$ cat config.mk
export PLATFORM = sky130hd
export DESIGN_NAME = alu_jump_execute
export DESIGN_NICKNAME = d
export VERILOG_FILES = /design/src/design/alu_exec_pkg.sv /design/src/design/mul_if.sv /design/src/design/mul8_unit.sv /design/src/design/alu_jump_execute.sv
export SDC_FILE = /design/constraint.sdc
export NUM_CORES = 1
export LEC_CHECK = 0
export CAP_MARGIN = 20
export CORE_MARGIN = 5
export CORE_UTILIZATION = 31
export CTS_CLUSTER_SIZE = 10
export DETAILED_ROUTE_END_ITERATION = 16
export DONT_BUFFER_PORTS = 1
export SETUP_SLACK_MARGIN = 0.02
export SLEW_MARGIN = 20
export SYNTH_ARGS = -nofsm -noshare
export SYNTH_HDL_FRONTEND = slang
export SYNTH_SLANG_ARGS = --single-unit
export TNS_END_PERCENT = 30
$ cat constraint.sdc
create_clock -name clock -period 8.1 [get_ports clock]
set_input_delay 0.405 -clock clock [delete_from_list [all_inputs] [get_ports clock]]
set_output_delay 0.405 -clock clock [all_outputs]
set_load 0.1 [all_outputs]
$ cat src/design/alu_exec_pkg.sv
// Shared constants and types for the arithmetic, logic, multiply and jump execute block.
// Assumes one core clock; operands come from a decoder and a register file outside.
//
// Overview of operation
// - Register add, optionally plus carry, writes sum back; 1 clock; Z,C,N,V,H.
// - Register subtract, optionally minus carry, stores destination minus source; 1 clock; Z,C,N,V,H.
// - Constant subtract, optionally minus carry, takes 1 clock; updates Z,C,N,V,H.
// - Word add-immediate adds constant to a register pair; 2 clocks; Z,C,N,V,S.
// - Word subtract-immediate subtracts constant from a register pair; 2 clocks; Z,C,N,V,S.
// - AND, OR with register or constant, XOR of registers: 1 clock; Z,N,V,S only.
// - Set bits ORs mask in; clear bits ANDs with mask complement; 1 clock; Z,N,V.
// - Single-register ops take 1 clock with their own flag sets; set-all-ones touches none.
// - Plain 8x8 multiplies put 16-bit product in R1:R0; 2 clocks; Z and C.
// - Fractional multiplies shift product left by one into R1:R0; 2 clocks; Z, C.
// - Relative jump and call load PC plus offset plus one; 2 and 3 clocks.
// - Pointer jump loads PC from the Z pair in 2 clocks, flags unchanged.
// - Pointer call takes 3 clocks; both returns pop the PC in 4 clocks.

package alu_exec_pkg;

   // Status flag bit positions.
   localparam int FLAG_C = 0;
   localparam int FLAG_Z = 1;
   localparam int FLAG_N = 2;
   localparam int FLAG_V = 3;
   localparam int FLAG_S = 4;
   localparam int FLAG_H = 5;
   localparam int FLAG_I = 7;

   // Flag update masks per instruction group.
   localparam logic [7:0] MASK_NONE = 8'h00;
   localparam logic [7:0] MASK_ARITH = 8'h3f;
   localparam logic [7:0] MASK_LOGIC = 8'h1e;
   localparam logic [7:0] MASK_CZNVS = 8'h1f;
   localparam logic [7:0] MASK_MUL = 8'h03;
   localparam logic [7:0] FLAGS_RESET = 8'h00;

   // Clock counts per instruction group.
   localparam logic [2:0] CYC_SIMPLE = 3'h1;
   localparam logic [2:0] CYC_WORD = 3'h2;
   localparam logic [2:0] CYC_MUL = 3'h2;
   localparam logic [2:0] CYC_JUMP = 3'h2;
   localparam logic [2:0] CYC_CALL = 3'h3;
   localparam logic [2:0] CYC_RETURN = 3'h4;

   // Register port offsets.
   localparam logic [3:0] REG_FLAGS = 4'h0;
   localparam logic [3:0] REG_PC_LO = 4'h1;
   localparam logic [3:0] REG_PC_HI = 4'h2;
   localparam logic [3:0] REG_STACK_PTR = 4'h3;

   // Operations issued by the decoder.
   typedef enum logic [5:0] {
      add_regs, add_with_carry, sub_regs, sub_with_borrow, sub_constant, sub_constant_with_borrow,
      word_add_immediate, word_sub_immediate, and_regs, and_constant, or_regs, or_constant,
      exclusive_or_regs, bitwise_invert, sign_flip, set_bits_masked, clear_bits_masked,
      increment, decrement, test_zero_minus, clear_reg, set_all_ones,
      unsigned_product, signed_product, mixed_sign_product,
      fraction_unsigned_product, fraction_signed_product, fraction_mixed_product,
      relative_jump, pointer_jump, relative_subroutine_call, pointer_subroutine_call,
      back_from_subroutine, back_from_interrupt
   } op_t;

   typedef enum logic {st_idle, st_wait} exec_state_t;

endpackage

$ cat src/design/mul_if.sv
// Interface joining the execute block to its 8x8 multiplier.
// Assumes a purely combinational worker on the far side.
`timescale 1ns/10ps
`default_nettype none

interface mul_if;
   logic [7:0] a;
   logic [7:0] b;
   logic a_signed;
   logic b_signed;
   logic frac;
   logic [15:0] product;
   logic carry;
   modport requester (output a, output b, output a_signed, output b_signed, output frac,
                      input product, input carry);
   modport worker (input a, input b, input a_signed, input b_signed, input frac,
                   output product, output carry);
endinterface

`default_nettype wire

$ cat src/design/mul8_unit.sv
// Combinational 8x8 multiplier with signed, mixed and fractional forms.
// Assumes the requester registers the product and carry.
`timescale 1ns/10ps
`default_nettype none

module mul8_unit (
   mul_if.worker m
);
   logic signed [8:0] a_ext;
   logic signed [8:0] b_ext;
   logic signed [17:0] full_prod;
   logic [15:0] raw;

   // Sign-extend each operand only when it is to be read as signed.
   assign a_ext = $signed({m.a_signed & m.a[7], m.a});
   assign b_ext = $signed({m.b_signed & m.b[7], m.b});
   assign full_prod = a_ext * b_ext;
   assign raw = full_prod[15:0];

   // Carry is bit 15 of the unshifted product; fractional forms shift left by one.
   assign m.carry = raw[15];
   assign m.product = m.frac ? {raw[14:0], 1'b0} : raw;
endmodule // mul8_unit

`default_nettype wire

$ cat src/design/alu_jump_execute.sv
// Execute stage for arithmetic, logic, multiply and unconditional flow instructions.
// Assumes the decoder issues one op per start pulse while busy is low and writes back results.
//
// Added by the designer: the address-and-strobe port and the address map.
`timescale 1ns/10ps
`default_nettype none

module alu_jump_execute
   import alu_exec_pkg::*;
#(
   parameter int PC_W = 12,
   parameter int STACK_DEPTH = 16
) (
   input wire logic clock,
   input wire logic rst,
   input wire logic clk_en,
   input wire logic start,
   input wire op_t op,
   input wire logic [4:0] dest_idx,
   input wire logic [7:0] rd_val,
   input wire logic [7:0] rd_hi_val,
   input wire logic [7:0] rr_val,
   input wire logic [7:0] imm,
   input wire logic [PC_W-1:0] offset,
   input wire logic [15:0] z_ptr,
   input wire logic [3:0] reg_addr,
   input wire logic [7:0] reg_wdata,
   input wire logic reg_wr,
   input wire logic reg_rd,
   output logic [7:0] reg_rdata,
   output logic busy,
   output logic done,
   output logic wb_en,
   output logic [4:0] wb_dest,
   output logic [15:0] wb_data,
   output logic wb_pair,
   output logic [7:0] flags,
   output logic [PC_W-1:0] pc
);
   localparam int SP_W = $clog2(STACK_DEPTH);

   // ----------------------------------------------------------------
   // Declarations
   // ----------------------------------------------------------------
   mul_if mul_bus ();
   exec_state_t state_r;
   logic [2:0] cyc_r;
   logic [15:0] res_r;
   logic [7:0] new_flags_r;
   logic [7:0] mask_r;
   logic writes_r;
   logic pair_r;
   logic [4:0] dest_r;
   logic [PC_W-1:0] pc_next_r;
   logic back_from_interrupt_r;
   logic [SP_W-1:0] sp_r;
   logic [PC_W-1:0] stack_mem [STACK_DEPTH];
   logic take, emit_now, emit_late;
   logic [7:0] opb, r8, mask_c, new_flags_c;
   logic [9:0] ar;
   logic [16:0] w17;
   logic [15:0] word_in, res_c;
   logic c_c, h_c, v_c, writes_c, pair_c, push_c, pop_c;
   logic [2:0] cyc_c;
   logic [4:0] dest_c;
   logic [PC_W-1:0] pc_seq, pc_tgt_c;

   // ----------------------------------------------------------------
   // Arithmetic helpers
   // ----------------------------------------------------------------
   // Returns {half carry, carry, sum} for an 8-bit add with carry in.
   function automatic logic [9:0] add8(input logic [7:0] x, input logic [7:0] y, input logic ci);
      logic [8:0] s;
      logic [4:0] hs;
      s = {1'b0, x} + {1'b0, y} + {8'h00, ci};
      hs = {1'b0, x[3:0]} + {1'b0, y[3:0]} + {4'h0, ci};
      return {hs[4], s};
   endfunction

   // Returns {half borrow, borrow, difference} for x - y - ci.
   function automatic logic [9:0] sub8(input logic [7:0] x, input logic [7:0] y, input logic ci);
      logic [8:0] s;
      logic [4:0] hs;
      s = {1'b0, x} - {1'b0, y} - {8'h00, ci};
      hs = {1'b0, x[3:0]} - {1'b0, y[3:0]} - {4'h0, ci};
      return {hs[4], s};
   endfunction

   // ----------------------------------------------------------------
   // Multiplier
   // ----------------------------------------------------------------
   // Operand signedness and scaling follow the product variant.
   assign mul_bus.a = rd_val;
   assign mul_bus.b = rr_val;
   assign mul_bus.a_signed = (op == signed_product) || (op == mixed_sign_product) ||
                             (op == fraction_signed_product) || (op == fraction_mixed_product);
   assign mul_bus.b_signed = (op == signed_product) || (op == fraction_signed_product);
   assign mul_bus.frac = (op == fraction_unsigned_product) || (op == fraction_signed_product) ||
                         (op == fraction_mixed_product);

   mul8_unit u_mul (
      .m(mul_bus)
   );

   // ----------------------------------------------------------------
   // Operation decode and result
   // ----------------------------------------------------------------
   assign take = clk_en && start && (state_r == st_idle);
   assign opb = (op == sub_constant || op == sub_constant_with_borrow || op == and_constant ||
                 op == or_constant || op == set_bits_masked || op == clear_bits_masked) ? imm : rr_val;
   assign word_in = {rd_hi_val, rd_val};
   assign pc_seq = pc + PC_W'(1);

   // Computes the result, the flags it would set, its clock count and its flow effect.
   always_comb begin
      ar = 10'h000;
      w17 = 17'h00000;
      r8 = 8'h00;
      c_c = 1'b0;
      h_c = 1'b0;
      v_c = 1'b0;
      res_c = 16'h0000;
      mask_c = MASK_NONE;
      cyc_c = CYC_SIMPLE;
      writes_c = 1'b1;
      pair_c = 1'b0;
      dest_c = dest_idx;
      pc_tgt_c = pc_seq;
      push_c = 1'b0;
      pop_c = 1'b0;
      case (op)
         add_regs, add_with_carry: begin
            ar = add8(rd_val, opb, (op == add_with_carry) & flags[FLAG_C]);
            r8 = ar[7:0];
            c_c = ar[8];
            h_c = ar[9];
            v_c = (rd_val[7] & opb[7] & ~r8[7]) | (~rd_val[7] & ~opb[7] & r8[7]);
            mask_c = MASK_ARITH;
         end
         sub_regs, sub_with_borrow, sub_constant, sub_constant_with_borrow, sign_flip: begin
            if (op == sign_flip) begin
               ar = sub8(8'h00, rd_val, 1'b0);
            end else begin
               ar = sub8(rd_val, opb, (op == sub_with_borrow || op == sub_constant_with_borrow) &
                         flags[FLAG_C]);
            end
            r8 = ar[7:0];
            c_c = ar[8];
            h_c = ar[9];
            v_c = (op == sign_flip) ? (r8 == 8'h80) :
                  ((rd_val[7] & ~opb[7] & ~r8[7]) | (~rd_val[7] & opb[7] & r8[7]));
            mask_c = MASK_ARITH;
         end
         word_add_immediate, word_sub_immediate: begin
            if (op == word_add_immediate) begin
               w17 = {1'b0, word_in} + {9'h000, imm};
               v_c = ~word_in[15] & w17[15];
            end else begin
               w17 = {1'b0, word_in} - {9'h000, imm};
               v_c = word_in[15] & ~w17[15];
            end
            c_c = w17[16];
            mask_c = MASK_CZNVS;
            cyc_c = CYC_WORD;
            pair_c = 1'b1;
         end
         and_regs, and_constant, test_zero_minus: begin
            r8 = (op == test_zero_minus) ? (rd_val & rd_val) : (rd_val & opb);
            mask_c = MASK_LOGIC;
         end
         or_regs, or_constant, set_bits_masked: begin
            r8 = rd_val | opb;
            mask_c = MASK_LOGIC;
         end
         exclusive_or_regs, clear_reg: begin
            r8 = (op == clear_reg) ? (rd_val ^ rd_val) : (rd_val ^ opb);
            mask_c = MASK_LOGIC;
         end
         clear_bits_masked: begin
            r8 = rd_val & (8'hff - opb);
            mask_c = MASK_LOGIC;
         end
         bitwise_invert: begin
            r8 = 8'hff - rd_val;
            c_c = 1'b1;
            mask_c = MASK_CZNVS;
         end
         increment, decrement: begin
            r8 = (op == increment) ? rd_val + 8'h01 : rd_val - 8'h01;
            v_c = (op == increment) ? (r8 == 8'h80) : (r8 == 8'h7f);
            mask_c = MASK_LOGIC;
         end
         set_all_ones: begin
            r8 = 8'hff;
         end
         unsigned_product, signed_product, mixed_sign_product,
         fraction_unsigned_product, fraction_signed_product, fraction_mixed_product: begin
            c_c = mul_bus.carry;
            mask_c = MASK_MUL;
            cyc_c = CYC_MUL;
            pair_c = 1'b1;
            dest_c = 5'h00;
         end
         relative_jump, relative_subroutine_call: begin
            pc_tgt_c = pc + offset + PC_W'(1);
            push_c = (op == relative_subroutine_call);
            cyc_c = (op == relative_jump) ? CYC_JUMP : CYC_CALL;
            writes_c = 1'b0;
         end
         pointer_jump, pointer_subroutine_call: begin
            pc_tgt_c = z_ptr[PC_W-1:0];
            push_c = (op == pointer_subroutine_call);
            cyc_c = (op == pointer_jump) ? CYC_JUMP : CYC_CALL;
            writes_c = 1'b0;
         end
         back_from_subroutine, back_from_interrupt: begin
            pc_tgt_c = stack_mem[sp_r + SP_W'(1)];
            pop_c = 1'b1;
            cyc_c = CYC_RETURN;
            writes_c = 1'b0;
         end
         default: begin
            writes_c = 1'b0;
         end
      endcase
      // Select the written value: word sum or difference, product, or the byte result.
      if (pair_c && (cyc_c == CYC_WORD) && (mask_c == MASK_CZNVS)) begin
         res_c = w17[15:0];
      end else if (mask_c == MASK_MUL) begin
         res_c = mul_bus.product;
      end else begin
         res_c = {8'h00, r8};
      end
      new_flags_c = 8'h00;
      new_flags_c[FLAG_C] = c_c;
      new_flags_c[FLAG_H] = h_c;
      new_flags_c[FLAG_V] = v_c;
      new_flags_c[FLAG_Z] = pair_c ? (res_c == 16'h0000) : (r8 == 8'h00);
      new_flags_c[FLAG_N] = pair_c ? res_c[15] : r8[7];
      new_flags_c[FLAG_S] = new_flags_c[FLAG_N] ^ v_c;
   end

   // ----------------------------------------------------------------
   // Sequencing
   // ----------------------------------------------------------------
   assign emit_now = take && (cyc_c == CYC_SIMPLE);
   assign emit_late = clk_en && (state_r == st_wait) && (cyc_r == 3'h1);

   // Holds the op in flight and counts down its remaining clocks.
   always_ff @(posedge clock) begin
      if (rst) begin
         state_r <= st_idle;
         cyc_r <= 3'h0;
         res_r <= 16'h0000;
         new_flags_r <= 8'h00;
         mask_r <= MASK_NONE;
         writes_r <= 1'b0;
         pair_r <= 1'b0;
         dest_r <= 5'h00;
         pc_next_r <= '0;
         back_from_interrupt_r <= 1'b0;
      end else if (clk_en) begin
         case (state_r)
            st_idle: begin
               if (take) begin
                  res_r <= res_c;
                  new_flags_r <= new_flags_c;
                  mask_r <= mask_c;
                  writes_r <= writes_c;
                  pair_r <= pair_c;
                  dest_r <= dest_c;
                  pc_next_r <= pc_tgt_c;
                  back_from_interrupt_r <= (op == back_from_interrupt);
                  if (cyc_c != CYC_SIMPLE) begin
                     state_r <= st_wait;
                     cyc_r <= cyc_c - 3'h1;
                  end
               end
            end
            st_wait: begin
               cyc_r <= cyc_r - 3'h1;
               if (cyc_r == 3'h1) begin
                  state_r <= st_idle;
               end
            end
            default: begin
               state_r <= st_idle;
            end
         endcase
      end
   end

   // Stack: a call stores the next address then moves down; a return moves back up.
   always_ff @(posedge clock) begin
      if (rst) begin
         sp_r <= SP_W'(STACK_DEPTH - 1);
      end else if (clk_en && take && push_c) begin
         sp_r <= sp_r - SP_W'(1);
      end else if (clk_en && take && pop_c) begin
         sp_r <= sp_r + SP_W'(1);
      end
   end

   // Stack storage holds return addresses.
   always_ff @(posedge clock) begin
      if (clk_en && take && push_c) begin
         stack_mem[sp_r] <= pc_seq;
      end
   end

   // ----------------------------------------------------------------
   // Outputs and architectural state
   // ----------------------------------------------------------------
   // Write-back and completion; a single-clock op is emitted at the edge that takes it.
   always_ff @(posedge clock) begin
      if (rst) begin
         busy <= 1'b0;
         done <= 1'b0;
         wb_en <= 1'b0;
         wb_dest <= 5'h00;
         wb_data <= 16'h0000;
         wb_pair <= 1'b0;
      end else if (clk_en) begin
         busy <= take ? (cyc_c != CYC_SIMPLE) : (busy && !emit_late);
         done <= emit_now || emit_late;
         wb_en <= emit_now ? writes_c : (emit_late && writes_r);
         if (emit_now) begin
            wb_dest <= dest_c;
            wb_data <= res_c;
            wb_pair <= pair_c;
         end else if (emit_late) begin
            wb_dest <= dest_r;
            wb_data <= res_r;
            wb_pair <= pair_r;
         end
      end
   end

   // Flags: completing ops win over a same-cycle software write.
   always_ff @(posedge clock) begin
      if (rst) begin
         flags <= FLAGS_RESET;
      end else if (clk_en) begin
         if (emit_now) begin
            flags <= (flags & ~mask_c) | (new_flags_c & mask_c);
         end else if (emit_late) begin
            flags <= (flags & ~mask_r) | (new_flags_r & mask_r) | {back_from_interrupt_r, 7'h00};
         end else if (reg_wr && reg_addr == REG_FLAGS) begin
            flags <= reg_wdata;
         end
      end
   end

   // Program counter: next sequential address or the flow target at completion.
   always_ff @(posedge clock) begin
      if (rst) begin
         pc <= '0;
      end else if (clk_en) begin
         if (emit_now) begin
            pc <= pc_tgt_c;
         end else if (emit_late) begin
            pc <= pc_next_r;
         end else if (reg_wr && reg_addr == REG_PC_LO) begin
            pc <= {pc[PC_W-1:8], reg_wdata};
         end else if (reg_wr && reg_addr == REG_PC_HI) begin
            pc <= {reg_wdata[PC_W-9:0], pc[7:0]};
         end
      end
   end

   // Register read port; unmapped offsets read zero.
   always_ff @(posedge clock) begin
      if (rst) begin
         reg_rdata <= 8'h00;
      end else if (clk_en && reg_rd) begin
         case (reg_addr)
            REG_FLAGS: reg_rdata <= flags;
            REG_PC_LO: reg_rdata <= pc[7:0];
            REG_PC_HI: reg_rdata <= 8'(pc[PC_W-1:8]);
            REG_STACK_PTR: reg_rdata <= 8'(sp_r);
            default: reg_rdata <= 8'h00;
         endcase
      end
   end

endmodule // alu_jump_execute

`default_nettype wire

==> results.ini <==
[clock_network]
clkSlewWorstSetupHoldPaths_ps=60
cts_sinks=299
cts_buffers=36
cts_buffer_depth=3
clk_latency_ps=540
cts_max_level=2
cts_root_buf=clkbuf_16
cts_tree=built
cts_resized=0
cts_setup_buffers=0

[grt]
antenna_found_initial=11
grt_max_degree=100
grt_remaining_overflow=0
grt_pass1_vias=15600
grt_pass1_wl_um=96700
track_usage_pct=17.5

[power]
vdd_drop_max_mv=0.126
internal_power_w=0.00291
p_leak_nw=8.24
combPwrFrac_pct=25.4
cellPowerDensity_nw_per_um2=194
pwr-share-clk_pct=34.2
seqPwrFrac_pct=40.3
switching_share_pct=32.4
p_sw_w=0.00139

[layout]
syn_to_final_growth_pct=10.7
multi_input_area_um2=11300
fillers=6440
register_area_um2=7910
final_cell_mix=nand2_1 (220), edfxtp_1 (192), nor2_1 (162), inv_1 (132), a21oi_1 (114)
final_common_cell=nand2_1
drive_gt1_share_pct=9.46
final_nets=2233

[critical_path]
critPathMaxStageDelay_ps=550
crit_family=adder cells
crit_arrival_ps=6950
start_kind=input port
crit_path_max_fanout=28
critical_path_cell_count=24
crit_chain=and3b_1 > o21ai_0 > a211oi_1 > buf_4 > nand2_1 > fa_1 > fa_1 > inv_1 > fa_1 > fa_1 > inv_1 > fa_1 > inv_1 > ha_1 > o21ai_0 > o21ai_0 > o21ai_0 > xnor2_1 > nand2_1 > a32oi_1 > nand3_1 > or4_1 > or4_1 > o21ai_1
end_kind=register
rr_worst_depth=16
cpMostUsedCell=fa_1
cp.buffers_inverters=4
slowest_stage=or4_1
critPathKind=in2reg
cp.required_ps=8560

[yosys]
synthArstFlopShare_pct=0
ys_ff_latch=299
synth_edf_count=192
synth_compound_area_share_pct=13.8
yosysUniqueCellTypes=81
yosys_warnings=0
synth_fa_ha_area_share_pct=14.0
synth_mux_area_share_pct=7.91
synth_nets=2268
synth_top_family_by_area=simple AND/OR/NAND/NOR gates
syn_area_um2=20000
syn_inst=1997
synthSimpleGateAreaFrac_pct=16.8
ys.flop_type=edfxtp_1
synthXorXnorAreaFrac_pct=3.24
ys_seq_area_share_pct=39.5
synth_area_per_cell_um2=10.0

[detailed_routing]
viasPerCell=5.58
via_count=15800
drt-pass1-iter-count=6
drc=0
wl_per_cell_um=22.5
routed_wl_um=63700
drtIter0Drc=1515
antenna_left=0

[placement]
portBuffers=0
dp_hpwl_um=45400
gp_congestion=0.913

[sta]
finalHoldWorstSlack_ps=21.8
slew_headroom_pct=25.1
max_clock_freq_ghz=0.154
fin_tns_setup_ps=0
hold_viol=0
setup_viol=0
worst_pin_slew_ps=1120
post-route-period-util_pct=80.1
skew_ps=15.3
maxSlewViolCount=0
rsz0062_at_grt=false
finalCriticalPeriod_ps=6490

[floorplanning]
die_area_um2=69800
die_h_um=264
num_io_pins=142
placementRows=93
die_w_um=264
coreArea_um2=64200
start_util_pct=31.2

[status]
status=complete, no violations

[hold_path]
min_path_cells=2
min_path_type=in2reg

[run]
max_cap_viol_count=0

## cell families (layout without fill, tap and decap cells)
group,after synthesis,after routing
AO/OA/AOI/OAI,420,420
XOR/XNOR,74,74
adder cells (fa/ha/maj),182,182
buffers and inverters,240,220
flip-flops,299,299
multiplexers,85,85
other,0,6
AND/OR/NAND/NOR,697,697
## repair_timing
action / CTS / global route
hold endpoints to repair: 99 / 0
endpoints found under the setup margin: 0 / 0
hold buffers: 2 / 0
## worst register-to-register path: stages (launching register included)
cell and delay [ps]:
dfxtp_1 310, buf_4 320, and3_1 260, nand3_1 100, fa_1 540, inv_1 60, ha_1 170, o21a_1 230
or4_1 430, nand3_2 100, a21boi_1 80, or4_4 550, a311oi_2 390, o221ai_2 250, or4_1 560, or4_1 550
o21ai_1 150
## cells in the mapped netlist (31+ instances only)
cell type    n  share of area (%)
nor2_1     175                3.3
nand3_1     53                1.3
ha_1       111                6.9
edfxtp_1   192                 29
fa_1        71                7.1
xnor2_1     49                2.1
clkbuf_1    85                1.6
nor3_1      48                1.2
mux4_2      58                6.5
nand2_1    220                4.1
a21oi_1    115                2.9
and2_1      55                1.7
a211oi_1    56                2.1
o21ai_0     69                1.7
inv_1      132                2.5
dfxtp_1    107                 11
and3_1      31               0.97
## stage by stage
step	setup WS, ps	utilization [%]	cell area, µm²	instances	power [W]
2_1_floorplan	1050	-	20000	1997	0.00257
3_3_place_gp	1240	32.7	21000	2776	0.00282
3_5_place_dp	1120	32.7	21000	2776	0.00283
4_1_cts	1670	34.4	22100	2831	0.00432
5_1_grt	1310	34.5	22100	2832	0.00452
6_report	1610	34.5	22200	2838	0.00430
## state kept, by name, indices dropped and copies added, names as in the netlist, 2 cells and up, named ones only
register	cells
wb_data	16
dest_r	5
new_flags_r	6
reg_rdata	8
res_r	16
mask_r	4
sp_r	4
pc	12
cyc_r	3
stack_mem	192
pc_next_r	12
wb_dest	5
flags	2
## layout make-up
type / instances / area share (%)
Multi-Input combinational cell: 1458 / 51.2
Clock buffer: 50 / 4.44
Tap cell: 855 / 4.83
Clock inverter: 3 / 0.220
Inverter: 133 / 2.25
Sequential cell: 299 / 35.7
Timing Repair Buffer: 34 / 1.31
Antenna cell: 6 / 0.0677
## power by group through the flow
stage / Clock, W / Sequential [W] / Combinational, W
after floorplan: 0 / 0.00179 / 0.000780
after global placement: 0 / 0.00177 / 0.00105
after detailed placement: 0 / 0.00177 / 0.00107
after CTS: 0.00150 / 0.00173 / 0.00109
after global routing: 0.00157 / 0.00174 / 0.00122
final: 0.00147 / 0.00173 / 0.00109
## layer usage
layer	part of all wire [%]	GRT usage, %	wire (µm)
met5	0.056	0	36
met4	3.3	5.22	2100
met3	8.1	4.32	5140
met2	48	29.0	30300
met1	41	22.9	26200
## worst paths after layout
path,slack [ps],endpoint,start
setup / recovery,1610,new_flags_r[1],op[3]
hold / removal,20,dest_r[3],dest_idx[3]
setup reg to reg,2990,new_flags_r[1],register
hold reg to reg,450,res_r[6],res_r[6]
(Power assumes the default switching activity.)
